**src/common/vdac_map.svh**
```systemverilog
`ifndef VDAC_MAP_SVH
`define VDAC_MAP_SVH
`define VDAC_ADDR_HIGH 12'h000
`define VDAC_ADDR_LOW 12'h004
`define VDAC_ADDR_CTRL 12'h008
`define VDAC_ADDR_STATUS 12'h00c
`define VDAC_RST_BYTE 8'h00
`define VDAC_EN_POS 0
`define VDAC_SETTLE_NS 1000
`define VDAC_CLK_NS 40
`endif

```
**src/common/vdac_pkg.sv**
```systemverilog
package vdac_pkg;
  typedef logic [7:0] vdac_byte_type;
  typedef logic [15:0] vdac_code_type;
  typedef enum logic [1:0] {
    VDAC_OFF = 2'b00,
    VDAC_SETTLING = 2'b01,
    VDAC_READY = 2'b10
  } vdac_state_type;
endpackage

```
**src/verilog/vdac_top.sv**
```systemverilog
// The placing of the registers and the APB slave port are this design's own decisions.
`timescale 1ns/1ps
`include "vdac_map.svh"
module vdac_top (
  input wire logic CLK,
  input wire logic RESET,
  input wire logic PSEL,
  input wire logic PENABLE,
  input wire logic PWRITE,
  input wire logic [11:0] PADDR,
  input wire logic [31:0] PWDATA,
  output logic [31:0] PRDATA,
  output logic PREADY,
  output logic PSLVERR,
  output vdac_pkg::vdac_code_type DAC_CODE,
  output logic DAC_LOAD,
  output logic DAC_POWER_DOWN,
  output logic DAC_SETTLED
);
  import vdac_pkg::*;

  localparam int SETTLE_CYC = (`VDAC_SETTLE_NS + `VDAC_CLK_NS - 1) /
    `VDAC_CLK_NS;
  localparam logic [7:0] SETTLE_LAST = 8'(SETTLE_CYC - 1);

  // Data group
  vdac_byte_type high_q;
  vdac_byte_type high_d;
  vdac_byte_type low_q;
  vdac_byte_type low_d;
  vdac_byte_type shadow_q;
  vdac_byte_type shadow_d;
  logic load_q;
  logic load_d;

  // Control group
  logic en_q;
  logic en_d;
  logic pd_q;
  logic pd_d;

  // Settle group
  vdac_state_type state_q;
  vdac_state_type state_d;
  logic [7:0] cnt_q;
  logic [7:0] cnt_d;
  logic settled;

  // Read group
  logic [31:0] rdata_q;
  logic [31:0] rdata_d;

  // Bus decode
  logic wr;
  logic hit;

  function automatic logic mapped(input logic [11:0] a);
    mapped = (a == `VDAC_ADDR_HIGH) || (a == `VDAC_ADDR_LOW) ||
      (a == `VDAC_ADDR_CTRL) || (a == `VDAC_ADDR_STATUS);
  endfunction

  // Write strobe aimed at one register offset
  function automatic logic wr_at(
    input logic strobe,
    input logic [11:0] a,
    input logic [11:0] off);
    wr_at = strobe && (a == off);
  endfunction

  // Reserved bits and unmapped offsets read as zero
  function automatic logic [31:0] read_mux(
    input logic [11:0] a,
    input vdac_byte_type hi,
    input vdac_byte_type lo,
    input logic en,
    input logic ready);
    logic [31:0] r;
    r = 32'h00000000;
    case (a)
      `VDAC_ADDR_HIGH: r = {24'h000000, hi};
      // Applied byte, never the pending shadow
      `VDAC_ADDR_LOW: r = {24'h000000, lo};
      `VDAC_ADDR_CTRL: r = {31'h00000000, en};
      `VDAC_ADDR_STATUS: r = {30'h00000000, ready, en};
      default: r = 32'h00000000;
    endcase
    read_mux = r;
  endfunction

  // Zero wait states: every access completes in its first access cycle
  assign PREADY = 1'b1;
  assign hit = mapped(PADDR);
  assign wr = PSEL && PENABLE && PWRITE;
  assign settled = (state_q == VDAC_READY);
  assign PSLVERR = PSEL && PENABLE && !hit;
  assign PRDATA = rdata_q;

  // Data group: shadow, both code bytes and the load strobe
  always_comb begin
    high_d = high_q;
    low_d = low_q;
    shadow_d = shadow_q;
    load_d = 1'b0;
    if (wr_at(wr, PADDR, `VDAC_ADDR_LOW)) begin
      shadow_d = PWDATA[7:0];
    end
    // Both bytes land on one edge so the code never tears
    if (wr_at(wr, PADDR, `VDAC_ADDR_HIGH)) begin
      high_d = PWDATA[7:0];
      low_d = shadow_q;
      load_d = 1'b1;
    end
  end

  // Control group: enable bit and the power-down level
  always_comb begin
    en_d = en_q;
    if (wr_at(wr, PADDR, `VDAC_ADDR_CTRL)) begin
      en_d = PWDATA[`VDAC_EN_POS];
    end
    pd_d = !en_d;
  end

  // Read data is prepared in setup so it is valid during access
  always_comb begin
    rdata_d = rdata_q;
    if (PSEL && !PENABLE && !PWRITE) begin
      rdata_d = read_mux(PADDR, high_q, low_q, en_q, settled);
    end
  end

  // Settle tracking is informative; it never blocks a load
  always_comb begin
    state_d = state_q;
    cnt_d = cnt_q;
    case (state_q)
      VDAC_OFF: begin
        if (en_q) begin
          state_d = VDAC_SETTLING;
          cnt_d = 8'h00;
        end
      end
      VDAC_SETTLING: begin
        if (!en_q) begin
          state_d = VDAC_OFF;
        end else if (cnt_q == SETTLE_LAST) begin
          state_d = VDAC_READY;
        end else begin
          cnt_d = cnt_q + 8'h01;
        end
      end
      VDAC_READY: begin
        if (!en_q) begin
          state_d = VDAC_OFF;
        end
      end
      default: state_d = VDAC_OFF;
    endcase
  end

  always_ff @(posedge CLK or posedge RESET) begin
    if (RESET) begin
      high_q <= `VDAC_RST_BYTE;
      low_q <= `VDAC_RST_BYTE;
      shadow_q <= `VDAC_RST_BYTE;
      load_q <= 1'b0;
    end else begin
      high_q <= high_d;
      low_q <= low_d;
      shadow_q <= shadow_d;
      load_q <= load_d;
    end
  end

  // Power-down follows the enable bit on the same edge
  always_ff @(posedge CLK or posedge RESET) begin
    if (RESET) begin
      en_q <= 1'b0;
      pd_q <= 1'b1;
    end else begin
      en_q <= en_d;
      pd_q <= pd_d;
    end
  end

  // Counter holds when enable drops and restarts from zero when enable is set again
  always_ff @(posedge CLK or posedge RESET) begin
    if (RESET) begin
      state_q <= VDAC_OFF;
      cnt_q <= 8'h00;
    end else begin
      state_q <= state_d;
      cnt_q <= cnt_d;
    end
  end

  always_ff @(posedge CLK or posedge RESET) begin
    if (RESET) begin
      rdata_q <= 32'h00000000;
    end else begin
      rdata_q <= rdata_d;
    end
  end

  assign DAC_CODE = {high_q, low_q};
  assign DAC_LOAD = load_q;
  assign DAC_POWER_DOWN = pd_q;
  assign DAC_SETTLED = settled;

endmodule

```
**config.mk**
```make
export PLATFORM = sky130hd
export DESIGN_NAME = vdac_top
export DESIGN_NICKNAME = d
export VERILOG_FILES = /design/src/common/vdac_pkg.sv /design/src/verilog/vdac_top.sv
export VERILOG_INCLUDE_DIRS = /design/src /design/src/common
export SDC_FILE = /design/constraint.sdc
export NUM_CORES = 1
export LEC_CHECK = 0
export ABC_AREA = 1
export BUFFER_PORTS_ARGS = -buffer_cell sky130_fd_sc_hd__clkbuf_2
export CAP_MARGIN = 5
export CORE_ASPECT_RATIO = 1.5
export CORE_MARGIN = 2
export CORE_UTILIZATION = 45
export CTS_CLUSTER_DIAMETER = 50
export DETAILED_ROUTE_END_ITERATION = 12
export PLACE_DENSITY_LB_ADDON = 0.3
export SLEW_MARGIN = 40
export SYNTH_ARGS = -nofsm -noshare
export SYNTH_HDL_FRONTEND = slang
export SYNTH_SLANG_ARGS = --single-unit
```
**constraint.sdc**
```tcl
create_clock -name CLK -period 2.6 [get_ports CLK]
set_input_delay 0.13 -clock CLK [delete_from_list [all_inputs] [get_ports CLK]]
set_output_delay 0.13 -clock CLK [all_outputs]
set_load 0.01 [all_outputs]
```
== Yosys cells after proc, flatten, opt, wreduce, memory -nomap -nowiden ==
Cells that the tools add are included.
Widths: inputs -> output; s select.
Cells by class
  $add $sub $neg: 1
  equality and inequality tests: 11
  multiplexer cells: 12
  reduce and logical (&&, ||, !) cells: 20
Operator list (number)
  $pmux 8 s4: 1
  $eq 12x4->1 const B: 2
  $mux 8: 3
  $pmux 8 s2: 1
  $eq 12x3->1 const B: 1
  $logic_not 12->1: 1
  $add 8x1->8 const B: 1
  $eq 8x5->1 const B: 1
  $logic_and 1x1->1: 8
  $mux 2: 4
  $ne 2x2->1 const B: 4
  $pmux 2 s3: 1
  $logic_not 1->1: 4
  $reduce_and 4->1: 1
  $logic_or 1x1->1: 3
  $ne 3x3->1 const B: 1
  $reduce_and 3->1: 1
  $eq 2x1->1 const B: 1
  $eq 2x2->1 const B: 1
  $logic_not 2->1: 1
  $mux 1: 2
  $reduce_bool 2->1: 1
Word-level totals
  bits in registers: 69
  output and inout bits: 53
  logic and storage cells: 53

== Longest topological paths before layout ==
  depth in word-level cells: 6
  depth in mapped cells: 10
  gate-level depth less buffers: 10

== Worst setup path before layout ==
OpenSTA, ideal clock, no wires.
  kind: reg-to-reg
  from: reg cnt_q[0]
  to: reg cnt_q[2]
  library setup time: 126 ps
  arrival: 1130 ps
  data required time: 2474 ps
  path slack: 1344 ps
  cell stages (with the launch flop): 11
  path buffers: 0
  cell sequence: dfrtp_1 > inv_1 > ha_1 > nand2_1 > nor2_1 > nand2_1 > nor2_2 > nor2_4 > inv_4 > nand2_1 > o21ai_0
Between the ends
  cells in the longest elaborated chain, start to end: 4
  elaborated cells on any way between the ends: 7
  classes of those cells: 1 x add/sub; 2 x eq/ne; 3 x mux; 1 x reduce/logical
Ends and longest elaborated chain
  start, declared: line vdac_top.sv:45  | logic [7:0] cnt_q;
  start signal, assigned: line vdac_top.sv:193  | cnt_q <= cnt_d;
  $add 8x1->8: line vdac_top.sv:149  | cnt_d = cnt_q + 8'h01;
  $mux 8: line vdac_top.sv:146  | end else if (cnt_q == SETTLE_LAST) begin
  $mux 8: line vdac_top.sv:144  | if (!en_q) begin
  $pmux 8 s2: line vdac_top.sv:136  | case (state_q)
Several ways; a longest one is shown, not always the timed one. The select of a mux whose other input is x is not followed.
A chain may end at the register's enable or synchronous reset.

== Worst setup path after layout ==
Same ends and word-level chain as after synthesis.

==> out/summary.txt <==
Leak: 0.00159 µW
Fraction of layout cells with a size suffix above 1: 24.7%
GRT met3 Usage: 3.97%
Postcts setup bufs: 0
Peak Freq: 727 MHz
Setup crit end kind: flop
Post-layout min period: 1370 ps
Most frequent cell after synthesis: nand2_1
WP data arrival: 1570 ps
Post-synth EDFFs: 0
Final Wtd Congestion: 0.783
Synth cell count leaders: nand2_1 (104), dfrtp_1 (44), inv_1 (29)
Setup crit end: cnt_q[2]
Critical path required time: 2800 ps
Startpoint types: flop
Starting Density: 46.7%
DR iter-0 viols: 86
Later-pin clock latency in the skew report: 300 ps
Met1 GRT Util: 19.0%
Worst r2r dst: cnt_q[2]
Antenna violations before repair: 0
Ant. Diodes: 0
Clock Skews: 12.0 ps
Worst r2r src: cnt_q[0]
Power density cells: 622 nW/µm²
Post-DRT Antenna Nets: 0
Synth Instances: 299
Relative slew slack: 63.7%
H-tree levels: 2
Hold Fails Final Rpt: 0
Cell taking the most area after synthesis: dfrtp_1
DIE AREA: 5930 µm²
Max IR drop VDD: 0.000383 V
Final Cell Area: 2750 µm²
DRC violations left: 0
Final nets: 406
Routed vias: 1936
Post-DP HPWL: 3560 µm
Synth Flop Type: dfrtp_1
Syn_area_per_cell: 8.01 µm²
Crit path from: cnt_q[0]
Multiplexer share of the synthesized area: 0%
Main combinational cell family by area after synthesis: simple AND/OR/NAND/NOR gates
Gr usage total: 17.3%
Pin slew with the least headroom to its limit: 545 ps
Fillers: 544
Via density: 4.57
Kind of critical path: reg2reg
Num CTS Buffers: 5
CP max FO: 9
Adder-cell area share of the yosys netlist: 1.04%
P&R area growth vs syn: 14.9%
R2r worst-path depth: 10
Root Driver: clkbuf_8
Synth async-reset ratio: 100%
FF+latch count, synth: 45
Grt ovf: 0
First-pass GRT wire length: 8060 µm
IO Pins: 102
Clk buf depth: 2
Warnings from Yosys: 0
Synth Area in Compound Gates: 7.26%
Die Width: 63.6 µm
Maxcap violations: 0
Count of final setup violators: 0
Via count of the first global-routing pass: 1847
Clock Pin Slew Worst Setup and Hold Paths: 90 ps
Synth top area share: 46.0%
Die Y: 93.3 µm
Cell Area, Placed: 2610 µm²
Pre-antenna DRT Iters: 4
Synth cell types: 27
CTS tree: built
Sequential area share after synthesis: 47.1%
Synth Area in Simple Gates: 28.8%
Hold Startpoint: PWDATA[7]
Final Util: 53.7%
RSZ-0062 raised after global routing: no
Max-slew violations: 0
WL/cell: 10.8 µm
Row cnt: 32
Setup TNS: 0 ps
Final WL: 4580 µm
Clock sinks: 45
Port Buffer Count: 52
Largest net degree at the start of global routing: 46
Tcrit/Tclk final: 52.9%
Most used routing layer: met2
Core area: 5120 µm²
Status: completed
Area share of xor/xnor cells in the synthesized design: 0.731%
Met2 global-route usage: 31.8%
Top post-synthesis cells by area: dfrtp_1 (46%), nand2_1 (16%), buf_4 (8.2%)
R2R setup slack: 1230 ps
Synth Cell Area: 2390 µm²
Hold Crit Class: in2reg
## repair_timing
action | in CTS | in global routing
hold buffers | 1 | 1
endpoints found under the setup margin | 0 | 0
hold endpoints to repair | 44 | 1
gates resized for setup | 0 | 0
## cell families after synthesis
family                   Yosys count
XOR/XNOR                           2
flip-flops                        45
other                              2
adder cells (fa/ha/maj)            2
AO/OA/AOI/OAI                     28
AND/OR/NAND/NOR                  158
buffers and inverters             62
## worst min path at each step
stage / endpoint / depth (start not counted)
after floorplan: DAC_POWER_DOWN / 1
after global placement: PRDATA[5] / 3
after detailed placement: PRDATA[5] / 3
after CTS: DAC_POWER_DOWN / 2
after global routing: high_q[7] / 3
final: high_q[7] / 3
## cells in the final DEF (no fill, tap or decap), types with 2 or more instances in the layout
master	Yosys	final
clkbuf_2	0	52
clkbuf_8	0	6
conb_1	2	25
dfrtp_1	44	44
dlygate4sd3_1	0	2
ha_1	2	2
inv_1	29	29
inv_4	2	2
nand2_1	104	104
nand2_2	4	4
nand3_1	23	23
nor2_1	13	13
nor2_2	2	2
nor2_4	4	4
nor3_1	4	4
o21ai_0	8	8
o21ai_1	10	10
o21ai_2	9	9
xor2_1	2	2
## layer usage
layer / vias up / wire, µm
li1: 992 / -
met1: 897 / 1790
met2: 40 / 2530
met3: 7 / 182
met4: 0 / 86
met5: - / 0
## sequential cells by signal (all words and copies together), names as in the netlist
signal          cells
DAC_POWER_DOWN      1
cnt_q               8
DAC_LOAD            1
low_q               8
PRDATA              8
shadow_q            8
high_q              8
en_q                1
state_q             2
## through the flow
step | total power, µW | setup WS (ps) | hold slack [ps] | std cells
floorplan | 1120 | 1340 | 186 | 322
global placement | 1170 | 1060 | 295 | 414
detailed placement | 1180 | 1030 | 303 | 414
CTS | 1730 | 1200 | 0.938 | 423
global route | 1850 | 1000 | 83.4 | 424
finish | 1710 | 1230 | 74.7 | 424
## worst max-delay path: stages (launching register included)
cell and delay, ps:
dfrtp_1 380, inv_1 70, ha_1 190, nand2_1 60, nor2_1 30, nand2_1 70
nor2_2 50, nor2_4 190, inv_4 80, nand2_1 60, o21ai_0 70
## where the power goes
part | internal (µW) | leakage [µW] | switching, µW | total, µW
combinational | 129 | 0.000929 | 204 | 333
clock | 312 | 0.0000574 | 237 | 550
sequential | 763 | 0.000599 | 65.8 | 829
## final cells by class
class / instances / area [µm²] / area share, %
flip-flops and latches: 45 / 1130 / 41.0
repair buffers: 55 / 288 / 10.5
multi-input cells: 215 / 1000 / 36.4
inverters: 33 / 130 / 4.73
well taps: 68 / 85.1 / 3.09
clock inverters: 2 / 37.5 / 1.36
clock buffers: 6 / 82.6 / 3.00
Note: power is estimated with default switching activity, not from simulation.
